[src/pulse_timing_pkg.sv]
// Constants, types and helpers for the pulse trigger and delay timing block
// What this block does
// - A rising start edge launches one current pulse of the programmed width.
// - Start edges launch pulses only in edge started pulse mode.
// - Each edge started pulse waits an input delay of 20 us to 1 s.
// - Marker output active only with output enabled and a pulse mode chosen.
// - Marker starts a set delay, 0 to 1 s, after the pulse rises.
// - Pulse state monitor copies the pulse, only in free running or long mode.
// - Monitor pulse is stretched four microseconds past the pulse state.
// - A start edge arriving sooner than 1 ms after the last accepted one is ignored.
// - A generated pulse gets its marker pulse only if the next pulse starts after its marker delay ends.
// - Long pulse mode takes widths from 1 ms to 2 s.
package pulse_timing_pkg;

  // Clock and microsecond tick
  localparam int CLK_PERIOD_PS = 8000;
  localparam int TICK_NS       = 1000;
  localparam int TICK_CYCLES   = (TICK_NS * 1000) / CLK_PERIOD_PS;
  localparam int TICK_W        = 7;

  // Monitor stretch, counted in clock cycles for precision
  localparam int STRETCH_NS     = 4000;
  localparam int STRETCH_CYCLES = (STRETCH_NS * 1000) / CLK_PERIOD_PS;
  localparam int STRETCH_W      = 10;

  // Microsecond settings and limits
  localparam int              US_W              = 21;
  localparam logic [US_W-1:0] IN_DELAY_MIN_US   = 21'h000014;
  localparam logic [US_W-1:0] DELAY_MAX_US      = 21'h0F4240;
  localparam logic [US_W-1:0] LONG_WIDTH_MIN_US = 21'h0003E8;
  localparam logic [US_W-1:0] LONG_WIDTH_MAX_US = 21'h1E8480;
  localparam logic [US_W-1:0] MIN_EDGE_GAP_US   = 21'h0003E8;
  localparam logic [US_W-1:0] MARKER_WIDTH_US   = 21'h00000A;
  localparam logic [US_W-1:0] ONE_US            = 21'h000001;

  typedef enum logic [1:0] {
    CW_MODE                 = 2'h0,
    FREE_RUNNING_PULSE_MODE = 2'h1,
    EDGE_STARTED_PULSE_MODE = 2'h2,
    LONG_PULSE_MODE         = 2'h3
  } mode_t;

  // Gray along idle, delay, high, gap
  typedef enum logic [1:0] {
    ST_IDLE  = 2'h0,
    ST_DELAY = 2'h1,
    ST_HIGH  = 2'h3,
    ST_GAP   = 2'h2
  } state_t;

  typedef struct packed {
    mode_t           mode;
    logic            output_enable;
    logic [US_W-1:0] pulse_width_us;
    logic [US_W-1:0] pulse_period_us;
    logic [US_W-1:0] input_delay_setting;
    logic [US_W-1:0] marker_delay_setting;
  } cfg_t;

  // Limit a microsecond value to a range
  function automatic logic [US_W-1:0] clamp_us(input logic [US_W-1:0] v, input logic [US_W-1:0] lo,
                                               input logic [US_W-1:0] hi);
    clamp_us = (v < lo) ? lo : ((v > hi) ? hi : v);
  endfunction : clamp_us

endpackage : pulse_timing_pkg

[src/pulse_trigger_delay_timing.sv]
// Pulse launch, input delay, marker and monitor timing
`timescale 1ns/1ps
module pulse_trigger_delay_timing (
  // Clock and reset
  input  wire logic                       REF_CLK,
  input  wire logic                       RST_N,
  // Settings and start input
  input  wire pulse_timing_pkg::cfg_t     CFG,
  input  wire logic                       TRIG_IN,
  // Outputs
  output logic                            PULSE_OUT,
  output logic                            MARKER_OUT,
  output logic                            MONITOR_OUT
);

  localparam int W = pulse_timing_pkg::US_W;

  logic [pulse_timing_pkg::TICK_W-1:0]    tick_cnt_reg;
  logic                                   tick_reg;
  logic                                   trig_d_reg;
  logic [W-1:0]                           lock_reg;
  pulse_timing_pkg::state_t               state_reg;
  pulse_timing_pkg::state_t               state_next;
  logic [W-1:0]                           cnt_reg;
  logic [W-1:0]                           cnt_next;
  logic                                   mk_pend_reg;
  logic [W-1:0]                           mk_dly_reg;
  logic [W-1:0]                           mk_wid_reg;
  logic [pulse_timing_pkg::STRETCH_W-1:0] str_reg;

  // Mode decode
  wire en_w        = CFG.output_enable;
  wire pulse_mode_w = CFG.mode != pulse_timing_pkg::CW_MODE;
  wire trig_mode_w = CFG.mode == pulse_timing_pkg::EDGE_STARTED_PULSE_MODE;
  wire long_mode_w = CFG.mode == pulse_timing_pkg::LONG_PULSE_MODE;
  wire mon_mode_w  = long_mode_w || CFG.mode == pulse_timing_pkg::FREE_RUNNING_PULSE_MODE;
  wire run_w       = en_w && pulse_mode_w;

  // Edge qualification; inputs already synchronous to REF_CLK
  wire rise_w    = TRIG_IN && !trig_d_reg;
  wire lock_ok_w = lock_reg >= pulse_timing_pkg::MIN_EDGE_GAP_US;
  wire accept_w  = run_w && trig_mode_w && rise_w && lock_ok_w && state_reg == pulse_timing_pkg::ST_IDLE;

  // Effective timing values
  wire [W-1:0] width_w  = long_mode_w ? pulse_timing_pkg::clamp_us(CFG.pulse_width_us,
                            pulse_timing_pkg::LONG_WIDTH_MIN_US, pulse_timing_pkg::LONG_WIDTH_MAX_US)
                          : pulse_timing_pkg::clamp_us(CFG.pulse_width_us, pulse_timing_pkg::ONE_US,
                            pulse_timing_pkg::LONG_WIDTH_MAX_US);
  wire [W-1:0] gap_w    = (CFG.pulse_period_us > width_w) ? W'(CFG.pulse_period_us - width_w)
                          : pulse_timing_pkg::ONE_US;
  wire [W-1:0] in_dly_w = pulse_timing_pkg::clamp_us(CFG.input_delay_setting,
                            pulse_timing_pkg::IN_DELAY_MIN_US, pulse_timing_pkg::DELAY_MAX_US);
  wire [W-1:0] mk_dly_w = pulse_timing_pkg::clamp_us(CFG.marker_delay_setting, '0,
                            pulse_timing_pkg::DELAY_MAX_US);
  wire         expire_w = tick_reg && cnt_reg <= pulse_timing_pkg::ONE_US;
  wire [W-1:0] cnt_dec_w = tick_reg ? W'(cnt_reg - pulse_timing_pkg::ONE_US) : cnt_reg;

  // Microsecond tick from the 125 MHz clock
  always_ff @(posedge REF_CLK) begin
    if (!RST_N) begin
      tick_cnt_reg <= '0;
      tick_reg     <= 1'b0;
    end else begin
      tick_reg     <= tick_cnt_reg == pulse_timing_pkg::TICK_W'(pulse_timing_pkg::TICK_CYCLES - 1);
      tick_cnt_reg <= (tick_cnt_reg == pulse_timing_pkg::TICK_W'(pulse_timing_pkg::TICK_CYCLES - 1)) ? '0
                      : pulse_timing_pkg::TICK_W'(tick_cnt_reg + 1'b1);
    end
  end

  // Edge history and 1 ms lockout since last accepted edge
  always_ff @(posedge REF_CLK) begin
    if (!RST_N) begin
      trig_d_reg <= 1'b1;
      lock_reg   <= pulse_timing_pkg::MIN_EDGE_GAP_US;
    end else begin
      trig_d_reg <= TRIG_IN;
      if (accept_w)
        lock_reg <= '0;
      else if (tick_reg && !lock_ok_w)
        lock_reg <= W'(lock_reg + pulse_timing_pkg::ONE_US);
    end
  end

  // Pulse sequencer
  always_comb begin
    state_next = state_reg;
    cnt_next   = cnt_dec_w;
    unique case (state_reg)
      pulse_timing_pkg::ST_IDLE: begin
        cnt_next = cnt_reg;
        if (accept_w) begin
          state_next = pulse_timing_pkg::ST_DELAY;
          cnt_next   = in_dly_w;
        end else if (run_w && mon_mode_w) begin
          state_next = pulse_timing_pkg::ST_HIGH;
          cnt_next   = width_w;
        end
      end
      pulse_timing_pkg::ST_DELAY: begin
        if (expire_w) begin
          state_next = pulse_timing_pkg::ST_HIGH;
          cnt_next   = width_w;
        end
      end
      pulse_timing_pkg::ST_HIGH: begin
        if (expire_w) begin
          state_next = trig_mode_w ? pulse_timing_pkg::ST_IDLE : pulse_timing_pkg::ST_GAP;
          cnt_next   = gap_w;
        end
      end
      pulse_timing_pkg::ST_GAP: begin
        if (trig_mode_w) begin
          state_next = pulse_timing_pkg::ST_IDLE;
        end else if (expire_w) begin
          state_next = pulse_timing_pkg::ST_HIGH;
          cnt_next   = width_w;
        end
      end
    endcase
    // Disable or CW drops any pulse at once; safety beats pulse integrity
    if (!run_w) begin
      state_next = pulse_timing_pkg::ST_IDLE;
      cnt_next   = '0;
    end
  end

  wire pulse_next_w  = state_next == pulse_timing_pkg::ST_HIGH;
  wire pulse_start_w = pulse_next_w && !PULSE_OUT;
  wire pulse_end_w   = PULSE_OUT && !pulse_next_w;

  always_ff @(posedge REF_CLK) begin
    if (!RST_N) begin
      state_reg <= pulse_timing_pkg::ST_IDLE;
      cnt_reg   <= '0;
      PULSE_OUT <= 1'b0;
    end else begin
      state_reg <= state_next;
      cnt_reg   <= cnt_next;
      PULSE_OUT <= pulse_next_w;
    end
  end

  // Marker: delay from pulse rise, then a fixed width; reloaded by each pulse
  // Fire on the tick that ends the last delay microsecond, so a setting of n gives n us, not n+1
  wire         mk_fire_w    = mk_pend_reg && (mk_dly_reg == '0 ||
                              (tick_reg && mk_dly_reg == pulse_timing_pkg::ONE_US));
  wire [W-1:0] mk_wid_dec_w = (tick_reg && mk_wid_reg != '0) ? W'(mk_wid_reg - pulse_timing_pkg::ONE_US) : mk_wid_reg;

  always_ff @(posedge REF_CLK) begin
    if (!RST_N) begin
      mk_pend_reg <= 1'b0;
      mk_dly_reg  <= '0;
      mk_wid_reg  <= '0;
      MARKER_OUT  <= 1'b0;
    end else begin
      if (!run_w) begin
        mk_pend_reg <= 1'b0;
        mk_wid_reg  <= '0;
      end else if (pulse_start_w) begin
        mk_pend_reg <= 1'b1;
        mk_dly_reg  <= mk_dly_w;
      end else if (mk_fire_w) begin
        mk_pend_reg <= 1'b0;
        mk_wid_reg  <= pulse_timing_pkg::MARKER_WIDTH_US;
      end else begin
        if (mk_pend_reg && tick_reg)
          mk_dly_reg <= W'(mk_dly_reg - pulse_timing_pkg::ONE_US);
        mk_wid_reg <= mk_wid_dec_w;
      end
      MARKER_OUT <= run_w && (mk_fire_w || mk_wid_dec_w != '0);
    end
  end

  // Monitor stretch held in clock cycles, so the 4 us is exact
  always_ff @(posedge REF_CLK) begin
    if (!RST_N) begin
      str_reg     <= '0;
      MONITOR_OUT <= 1'b0;
    end else begin
      if (pulse_end_w)
        str_reg <= pulse_timing_pkg::STRETCH_W'(pulse_timing_pkg::STRETCH_CYCLES);
      else if (str_reg != '0)
        str_reg <= pulse_timing_pkg::STRETCH_W'(str_reg - 1'b1);
      MONITOR_OUT <= mon_mode_w && (pulse_next_w || pulse_end_w || str_reg > 1);
    end
  end
endmodule : pulse_trigger_delay_timing

[config.mk]
export PLATFORM = sky130hd
export DESIGN_NAME = pulse_trigger_delay_timing
export DESIGN_NICKNAME = d
export VERILOG_FILES = /design/src/pulse_timing_pkg.sv /design/src/pulse_trigger_delay_timing.sv
export SDC_FILE = /design/constraint.sdc
export NUM_CORES = 1
export LEC_CHECK = 0
export ABC_AREA = 1
export BUFFER_PORTS_ARGS = -buffer_cell sky130_fd_sc_hd__buf_2
export CAP_MARGIN = 10
export CORE_MARGIN = 2
export CORE_UTILIZATION = 30
export DETAILED_ROUTE_END_ITERATION = 12
export HOLD_SLACK_MARGIN = 0.08
export PLACE_DENSITY = 0.42
export SYNTH_ARGS = -nofsm -noshare
export SYNTH_HDL_FRONTEND = slang
export SYNTH_SLANG_ARGS = --single-unit
[constraint.sdc]
create_clock -name REF_CLK -period 5.7 [get_ports REF_CLK]
set_input_delay 0.57 -clock REF_CLK [delete_from_list [all_inputs] [get_ports REF_CLK]]
set_output_delay 0.57 -clock REF_CLK [all_outputs]
set_load 0.02 [all_outputs]
# Word-level counts from Yosys, hierarchy flattened
# Cells that the tools add are included.
totals:
  reg_bits: 109
  in_bits: 90
  out_inout_bits: 3
classes:
  n_reduce_logical: 41
  order_cmp: 11
  bitwise: 1
  eq_ne: 11
  add_sub_neg: 7
  muxes: 35
ops:
  columns: ["op", "n"]
  rows:
  - ["21-bit two-way mux", 20]
  - ["21-bit case mux with 4 select lines", 1]
  - ["21-bit by 1-bit subtractor with 21-bit output, second input constant", 3]
  - ["21-bit by 20-bit > comparator with 1-bit output, second input constant", 2]
  - ["21-bit by 1-bit < comparator with 1-bit output, second input constant", 2]
  - ["21-bit nonzero test", 2]
  - ["21-bit by 1-bit adder with 21-bit output, second input constant", 1]
  - ["21-bit by 1-bit == test with 1-bit output, second input constant", 1]
  - ["21-bit by 10-bit greater-or-equal comparator with 1-bit output, second input constant", 1]
  - ["21-bit > comparator", 1]
  - ["21-bit > comparator, second input constant", 1]
  - ["21-bit by 1-bit less-or-equal comparator with 1-bit output, second input constant", 1]
  - ["21-bit logical NOT", 1]
  - ["21-bit by 10-bit < comparator with 1-bit output, second input constant", 1]
  - ["21-bit by 5-bit < comparator with 1-bit output, second input constant", 1]
  - ["21-bit subtractor", 1]
  - ["10-bit two-way mux", 2]
  - ["9-bit two-way mux", 2]
  - ["1-bit logical AND", 17]
  - ["2-bit two-way mux", 7]
  - ["2-bit == test, second input constant", 5]
  - ["10-bit by 1-bit > comparator with 1-bit output, second input constant", 1]
  - ["10-bit nonzero test", 1]
  - ["2-bit nonzero test", 5]
  - ["15 further kinds", 26]

# Depth between registers and ports, before layout
# Gate-level depths: netlist of run 1.
logic_depth:
  word_depth: 15
  depth_mapped: 30

# Worst setup path before layout of run 1
# Ideal clock, no wire load.
synth_path:
  path_type: "input port to flip-flop"
  from: "input CFG[67] in the netlist's numbering"
  to: "register cnt_reg[18]"
  required_time_ns: 5.632
  n_path_buf: 1
  arrival_ns: 3.453
  cell_stages: 27
  setup_time_ns: 0.068
  path_slack_ns: 2.178
  path_cell_list: "or2_1 nor2_1 nand3b_1 nand2_4 buf_8 inv_1 o31ai_1 ha_1 inv_1 fa_1 nand2_1 inv_1 o21ai_0 nand2_1 nand2_1 nand2_2 nand2_1 nand2_2 nand2_1 nand2_1 nand2_1 nand3_2 nand2_1 nand2_1 nand2_1 nand2_1 a21oi_2"
synth_between:
  elab_chain_cells: 8
synth_rtl:
  columns: ["element", "line_no", "text"]
  rows:
  - ["from (decl)", "pulse_trigger_delay_timing.sv:8", "input wire pulse_timing_pkg::cfg_t CFG,"]
  - ["21-bit > comparator", "pulse_timing_pkg.sv:63", "clamp_us = (v < lo) ? lo : ((v > hi) ? hi : v);"]
  - ["21-bit two-way mux (2 in a row)", "pulse_timing_pkg.sv:63", null]
  - ["21-bit two-way mux (*)", "pulse_trigger_delay_timing.sv:45", "wire [W-1:0] width_w = long_mode_w ? pulse_timing_pkg::clamp_us(CFG.pulse_width_us,"]
  - ["21-bit subtractor or 21-bit > comparator (tied branches)", "pulse_trigger_delay_timing.sv:49", "wire [W-1:0] gap_w = (CFG.pulse_period_us > width_w) ? W'(CFG.pulse_period_us - width_w)"]
  - ["21-bit two-way mux", "pulse_trigger_delay_timing.sv:49", null]
  - ["21-bit two-way mux", "pulse_trigger_delay_timing.sv:106", "if (expire_w) begin"]
  - ["21-bit case mux with 4 select lines (*)", "pulse_trigger_delay_timing.sv:88", "unique case (state_reg)"]
  - ["to (signal assigned)", "pulse_trigger_delay_timing.sv:138", "cnt_reg <= cnt_next;"]
  - ["to (decl)", "pulse_trigger_delay_timing.sv:24", "logic [W-1:0] cnt_reg;"]
# Mark *: on every way between the ends. The rest lies on a longest branch, timed or not. The select of a mux whose other input is x is not followed.
# A chain may end at the register's enable or synchronous reset.

# Worst setup path after layout of run 1
layout_path:
  from: "input CFG[83] in the netlist's numbering"
  to: "register cnt_reg[13]"
# Same word-level chain as after synthesis.

==> results.yml, run 1 <==
status:
  status: "finished clean"
floorplanning:
  num_rows: 65
  dieArea_mm2: 0.0333
  start_util_pct: 30.4
  core_area_mm2: 0.0315
  io_pins: 93
  die_w_um: 182
  die_h_um: 182
setup_path:
  crit_arrival_ns: 4.49
  cp-end-kind: "register"
  critPathMaxStageDelay_ns: 0.52
  crit_chain: "buf_2, inv_1, nand4_1, nor2_2, nand4_2, nand2_1, inv_1, nand4_1, ha_1, nand2_1, o21ai_0, nand3_1, a21oi_4, nand3_1, nand3_2, nand2_2, inv_2, a21oi_1, o21bai_1, nand2_1, a21oi_2"
  cp_common_cell: "nand2_1"
  worst_path_dominant_cell_family: "simple AND/OR/NAND/NOR gates"
  worst-path-buf-inv: 4
  cp_max_fo: 11
  slowest_stage: "o21ai_0"
  start_kind: "input port"
  critical_path_class: "in2reg"
  cp_data_required_time_ns: 6.01
placed_design:
  port_buffers: 92
  place_inst: 2018
  dp_hpwl_mm: 26.6
  gp_congestion: 0.899
cells_and_area:
  fin_util_pct: 33.8
  finalNonFillerCells: 2034
  areaGrowthSynthToFinish_pct: 11.5
  diodes: 0
  final_nets: 1746
  drive_gt1_share_pct: 12.5
logic_synthesis:
  yosysMostFrequentCell: "nand2_1"
  synth_nets: 1680
  ys.flop_type: "dfxtp_1"
  synth-seq-area-share_pct: 22.8
  avgSynthCellArea_um2: 6.12
  synth_cells: 1561
  synth_top_area_share_pct: 22.8
  yosys_warnings: 0
  synth_edf_count: 0
  synth_cell_types: 56
  ys_top_cells_by_area: "dfxtp_1 23%, nand2_1 14%, inv_1 7.9%"
  yosys.area.top_type: "dfxtp_1"
  synth-async-reset-ratio_pct: 0
  netlist_area_mm2: 0.00956
  synth_common_cells: "347 x nand2_1, 201 x inv_1, 188 x nor2_1, 109 x dfxtp_1, 96 x a21oi_1"
  ys_seq_elements: 109
pwr:
  p_int_w: 0.00136
  static-leakage-power_nw: 4.97
  pwr-share-clk_pct: 30.3
  pwr-share-seq_pct: 38.8
  power_w: 0.00220
  power_density_mw_per_mm2: 206
  power_switching_w: 0.000841
  switching_share_pct: 38.3
  p_comb_share_pct: 30.8
  peakVddDrop_v: 0.000119
hold_path:
  hold_class: "in2reg"
clock_network:
  clock-sinks: 109
  postCtsSetupBuffers: 0
  cts.clk_slew.worst_paths_ns: 0.09
  cts_buffers: 9
  cts_buffer_depth: 2
  hold_buffers: 0
  cts_resized: 0
  clockRootBuffer: "clkbuf_16"
  worst_skew_pair.late_latency_ns: 0.37
  cts_tree: "done"
  cts_max_level: 3
route:
  num_vias: 10264
  routed_wl_mm: 33.5
  drc: 0
  first_pass_iters: 5
  ant_nets: 0
  routedWlPerCell_um: 16.5
  routed_via_density: 5.05
  drt-initial-drc-count: 616
global_route:
  antenna_found_initial: 0
  grt.overflow.total: 0
  track_usage_pct: 20.0
  grt_max_degree: 46
  grt_pass1_vias: 9621
  grt_pass1_wl_mm: 52.8
sta:
  fmax_ghz: 0.239
  maxSlewHeadroom_pct: 34.9
  fin_hold_ws_ns: 0.420
  hold_viol_final: 0
  worst_pin_slew_ns: 0.976
  rsz0062_at_grt: "false"
  min_period_over_period_pct: 73.5
  fin_setup_tns_ns: 0
  fin_crit_ns: 4.19
  fin_worst_skew_ns: 0.0164
  maxSlewViolCount: 0
  setup-violations-final: 0
run:
  cap_violations: 0
==> through the flow <==
| step | setup WS (ns) | instance area (µm²) |
|---|---|---|
| 2_1_floorplan | 2.18 | 9560 |
| 3_3_place_gp | 1.25 | 10300 |
| 3_5_place_dp | 1.20 | 10300 |
| 4_1_cts | 1.59 | 10700 |
| 5_1_grt | 1.27 | 10700 |
| 6_report | 1.51 | 10700 |
==> cells by family after synthesis <==
group                      Yosys count  synth area share (%)
adders and majority gates           29                  3.88
AOI/OAI and AO/OA                  296                  18.0
DFF                                109                  22.8
and+or+nand+nor                    808                  38.7
buffers and inverters              256                  10.7
xor gates and xnor gates            63                  5.85
==> power groups by stage <==
stage | combinational, W | clock, W | sequential, W
floorplan | 0.000486 | 0 | 0.000860
global placement | 0.000684 | 0 | 0.000871
detailed placement | 0.000677 | 0 | 0.000870
CTS | 0.000680 | 0.000702 | 0.000853
global route | 0.000773 | 0.000721 | 0.000862
finish | 0.000678 | 0.000667 | 0.000853
==> layer usage <==
layer  share of wire [%]  GRT usage, %  vias up
li1                    -             -     5291
met1                  48          27.5     4648
met2                  45          32.0      277
met3                 4.4          2.69       48
met4                 3.0          7.23        0
met5                   0             0        -
==> final timing paths <==
path	end	slack, ns	cells past startpoint	from
max	cnt_reg[13]	1.51	21	CFG[83]
min	trig_d_reg	0.42	3	TRIG_IN
max reg2reg	mk_wid_reg[15]	1.72	17	cnt_reg[0]
min reg2reg	lock_reg[11]	0.43	2	lock_reg[11]
==> placed cells by master (no fill, tap or decap), types with 7 or more instances in the layout <==
cell type and count:
nand2_2 19, nor2_2 11, a31oi_1 24, o21ai_1 15
xnor2_1 19, nor2_1 187, o31ai_1 7, nor4_1 22
nand4_1 33, inv_2 9, o21ai_0 93, xor2_1 43
inv_1 201, a211oi_1 9, a21oi_1 96, ha_1 28
o211ai_1 21, nand3_2 11, clkbuf_16 9, nand3_1 92
dfxtp_1 109, nand3b_1 8, nor3_1 37, nand2_1 347
or2_2 10, buf_4 7, buf_2 92, a21oi_2 11
==> cell type report <==
type | instances | area (µm²)
fill | 3589 | 20800
multi-input combinational | 1196 | 6350
sequential | 109 | 2180
inverter | 212 | 796
timing repair buffer | 99 | 513
tap | 402 | 503
clock buffer | 9 | 225
clock inverter | 7 | 77.6
==> worst min-delay path: cells and delay by family <==
kind | cells | cell delay [ns]
buffers and inverters | 2 | 0.13
and+or+nand+nor | 1 | 0.06
Note: power is estimated with default switching activity, not from simulation.
==> run 2, diff against run 1 <==
==> constraint.sdc (replaced) <==
create_clock -name REF_CLK -period 4.2 [get_ports REF_CLK]
set_input_delay 0.42 -clock REF_CLK [delete_from_list [all_inputs] [get_ports REF_CLK]]
set_output_delay 0.42 -clock REF_CLK [all_outputs]
set_load 0.02 [all_outputs]
==> results.yml, run 2 (same netlist as run 1, synthesis figures left out) <==
sta:
  worst_pin_slew_ns: 0.845
  min_period_over_period_pct: 85.7
  maxSlewViolCount: 0
  setup-violations-final: 0
  fin_crit_ns: 3.60
  fmax_ghz: 0.278
  rsz0062_at_grt: "false"
  hold_viol_final: 0
  maxSlewHeadroom_pct: 43.5
  fin_worst_skew_ns: 0.0265
  fin_setup_tns_ns: 0
clock_network:
  cts_resized: 0
  cts_buffer_depth: 2
  cts_tree: "done"
  clockRootBuffer: "clkbuf_16"
  hold_buffers: 0
  cts_max_level: 3
  cts.clk_slew.worst_paths_ns: 0.08
  clock-sinks: 109
  postCtsSetupBuffers: 0
  cts_buffers: 9
  worst_skew_pair.late_latency_ns: 0.36
floorplanning:
  die_h_um: 182
  io_pins: 93
  start_util_pct: 30.4
  die_w_um: 182
  core_area_mm2: 0.0315
  num_rows: 65
  dieArea_mm2: 0.0333
pwr:
  static-leakage-power_nw: 5.09
  power_w: 0.00299
  power_density_mw_per_mm2: 276
  peakVddDrop_v: 0.000191
global_route:
  grt_pass1_vias: 9845
  antenna_found_initial: 0
  track_usage_pct: 20.2
  grt_max_degree: 32
  grt.overflow.total: 0
  grt_pass1_wl_mm: 53.2
setup_path:
  cp-end-kind: "register"
  critical_path_class: "in2reg"
  crit_arrival_ns: 3.89
  critPathMaxStageDelay_ns: 0.38
  worst-path-buf-inv: 4
  start_kind: "input port"
  cp_common_cell: "nand2_1"
  worst_path_dominant_cell_family: "simple AND/OR/NAND/NOR gates"
  slowest_stage: "fa_1"
  cp_data_required_time_ns: 4.49
  cp_max_fo: 6
run:
  cap_violations: 0
placed_design:
  gp_congestion: 0.933
  port_buffers: 92
  dp_hpwl_mm: 27.0
cells_and_area:
  final_cell_mix: "347 x nand2_1, 201 x inv_1, 187 x nor2_1"
  drive_gt1_share_pct: 13.7
  diodes: 0
  n_fill_cell: 3580
  final_nets: 1768
  layout_commonest_cell: "nand2_1"
  areaGrowthSynthToFinish_pct: 13.4
route:
  num_vias: 10262
  ant_nets: 0
  routed_via_density: 4.99
  first_pass_iters: 5
  drt-initial-drc-count: 681
  routed_wl_mm: 33.5
  drc: 0
  routedWlPerCell_um: 16.3
status:
  status: "finished clean"
hold_path:
  hold_class: "in2reg"
[run 2: routing by layer]
layer / vias up / share of wire, % / GRT usage, %
met5: - / 0 / 0
met4: 0 / 2.9 / 6.87
met2: 253 / 45 / 32.5
li1: 5328 / - / -
met3: 51 / 3.8 / 1.92
met1: 4630 / 48 / 28.2
[run 2: cell type report]
type | instances | area (µm²) | share of cell area (%)
Clock buffer | 10 | 239 | 2.20
Clock inverter | 6 | 62.6 | 0.577
Inverter | 212 | 796 | 7.34
Multi-Input combinational cell | 1196 | 6350 | 58.6
Sequential cell | 109 | 2180 | 20.1
Tap cell | 402 | 503 | 4.64
Timing Repair Buffer | 121 | 703 | 6.49
[run 2: metrics by stage]
stage	hold WS (ns)	setup slack [ns]	cell area [µm²]	util, %	std cells
floorplan	0.408	0.828	9560	-	1561
global placement	0.414	0.341	10500	33.5	2040
detailed placement	0.419	0.240	10500	33.5	2040
CTS	0.266	0.608	10800	34.4	2056
global route	0.291	0.253	10800	34.4	2056
finish	0.274	0.599	10800	34.4	2056
[run 2: worst reg2reg max path, delay by kind of cell (launching register included)]
| kind | cells | cell delay, ns |
|---|---|---|
| compound gates | 5 | 0.61 |
| buf+inv | 3 | 0.83 |
| flops | 1 | 0.35 |
| simple gates | 8 | 1.53 |
[run 2: final timing paths]
check          startpoint       endpoint  slack (ns)  depth (start not counted)
max reg2reg    cnt_reg[3]  mk_dly_reg[1]        0.82                         16
min reg2reg  lock_reg[20]   lock_reg[20]        0.43                          2
min               TRIG_IN     trig_d_reg        0.27                          3
max               CFG[77]    cnt_reg[14]        0.60                         25
[run 2: power by group]
group | internal (W) | total (W) | switching (W)
Combinational | 0.000342 | 0.000946 | 0.000605
Clock | 0.000437 | 0.000887 | 0.000450
Sequential | 0.00109 | 0.00116 | 0.0000637
==> run 3, diff against run 2 <==
--- a/config.mk
+++ b/config.mk
@@ -6,7 +6,7 @@
 export NUM_CORES = 1
 export LEC_CHECK = 0
 export ABC_AREA = 1
-export BUFFER_PORTS_ARGS = -buffer_cell sky130_fd_sc_hd__buf_2
+export BUFFER_PORTS_ARGS = -buffer_cell sky130_fd_sc_hd__buf_4
 export CAP_MARGIN = 10
 export CORE_MARGIN = 2
 export CORE_UTILIZATION = 30
==> results.yml, run 3 (same netlist as run 1, synthesis figures left out) <==
clock_network:
  cts_buffer_depth: 2
  cts_buffers: 9
  clockRootBuffer: "clkbuf_16"
  hold_buffers: 0
  clock-sinks: 109
  worst_skew_pair.late_latency_ns: 0.36
  cts.clk_slew.worst_paths_ns: 0.08
  postCtsSetupBuffers: 0
  cts_resized: 0
  cts_max_level: 3
  cts_tree: "done"
cells_and_area:
  diodes: 0
  final_nets: 1765
  drive_gt1_share_pct: 13.4
  areaGrowthSynthToFinish_pct: 15.1
  layout_commonest_cell: "nand2_1"
  fin_util_pct: 34.9
  final_cell_mix: "347 x nand2_1, 201 x inv_1, 187 x nor2_1"
sta:
  worst_pin_slew_ns: 0.771
  setup-violations-final: 0
  fin_setup_tns_ns: 0
  min_period_over_period_pct: 83.7
  fin_crit_ns: 3.52
  maxSlewViolCount: 0
  hold_viol_final: 0
  fmax_ghz: 0.284
  rsz0062_at_grt: "false"
  fin_worst_skew_ns: 0.0162
  maxSlewHeadroom_pct: 48.5
floorplanning:
  die_h_um: 182
  io_pins: 93
  dieArea_mm2: 0.0333
  die_w_um: 182
  core_area_mm2: 0.0315
  num_rows: 65
  start_util_pct: 30.4
status:
  status: "finished clean"
setup_path:
  critical_path_class: "in2reg"
  cp_data_required_time_ns: 4.51
  cp_max_fo: 6
  critPathMaxStageDelay_ns: 0.38
  cp_common_cell: "nand2_1"
  crit_arrival_ns: 3.82
  cp-end-kind: "register"
  start_kind: "input port"
  slowest_stage: "fa_1"
global_route:
  track_usage_pct: 20.3
  grt.overflow.total: 0
  antenna_found_initial: 0
  grt_max_degree: 39
  grt_pass1_wl_mm: 53.5
  grt_pass1_vias: 9836
route:
  routed_via_density: 5.01
  drt-initial-drc-count: 651
  ant_nets: 0
  num_vias: 10277
  routed_wl_mm: 34.0
  drc: 0
  routedWlPerCell_um: 16.6
  first_pass_iters: 5
placed_design:
  port_buffers: 92
  gp_congestion: 0.940
  dp_hpwl_mm: 27.2
run:
  cap_violations: 0
pwr:
  power_density_mw_per_mm2: 271
  static-leakage-power_nw: 5.13
  peakVddDrop_v: 0.000177
hold_path:
  hold_class: "in2reg"
[run 3: cell types whose count changed in the layout (fill, tap and decap cells not counted), moves of 2 or more]
cell | before | now
buf_12 | 2 | 0
buf_4 | 27 | 118
buf_2 | 92 | 0
clkbuf_1 | 0 | 2
[run 3: final cells by class]
type | instances | area [µm²]
clock buffers | 12 | 246
flip-flops and latches | 109 | 2180
clock inverters | 4 | 31.3
fillers | 3586 | 20500
inverters | 212 | 796
repair buffers | 118 | 886
well taps | 402 | 503
multi-input cells | 1196 | 6350
[run 3: worst paths after layout]
kind / from / end / slack (ns) / cells past startpoint
setup reg to reg: lock_reg[19] / mk_wid_reg[8] / 0.87 / 12
setup / recovery: CFG[77] / cnt_reg[16] / 0.68 / 25
hold reg to reg: lock_reg[12] / lock_reg[12] / 0.43 / 2
hold / removal: TRIG_IN / trig_d_reg / 0.28 / 3
[run 3: critical path, delay by kind of cell]
family / cells / cell delay, ns
buffers and inverters: 4 / 0.37
adders and majority gates: 2 / 0.61
AOI/OAI and AO/OA: 4 / 0.74
and+or+nand+nor: 15 / 1.68
[run 3: routing by layer]
layer	track usage, %	vias to the layer above	wire [µm]
li1	-	5321	-
met1	28.0	4686	16600
met2	33.6	235	15500
met3	2.57	35	1260
met4	5.42	0	691
met5	0	-	0
[run 3: report_power, final]
part	internal [W]	leakage [nW]	switching [W]	total [W]
Clock	0.000425	0.137	0.000433	0.000857
Sequential	0.00109	0.883	0.0000631	0.00116
Combinational	0.000358	4.11	0.000604	0.000962
Total	0.00188	5.13	0.00110	0.00298
[run 3: through the flow]
stage | hold WS (ns) | std cells | area, µm² | setup WS (ns) | power [W]
floorplan | 0.408 | 1561 | 9560 | 0.828 | 0.00183
global placement | 0.414 | 2037 | 10700 | 0.401 | 0.00215
detailed placement | 0.417 | 2037 | 10700 | 0.307 | 0.00214
CTS | 0.275 | 2053 | 11000 | 0.683 | 0.00301
global route | 0.283 | 2053 | 11000 | 0.364 | 0.00320
finish | 0.278 | 2053 | 11000 | 0.685 | 0.00298
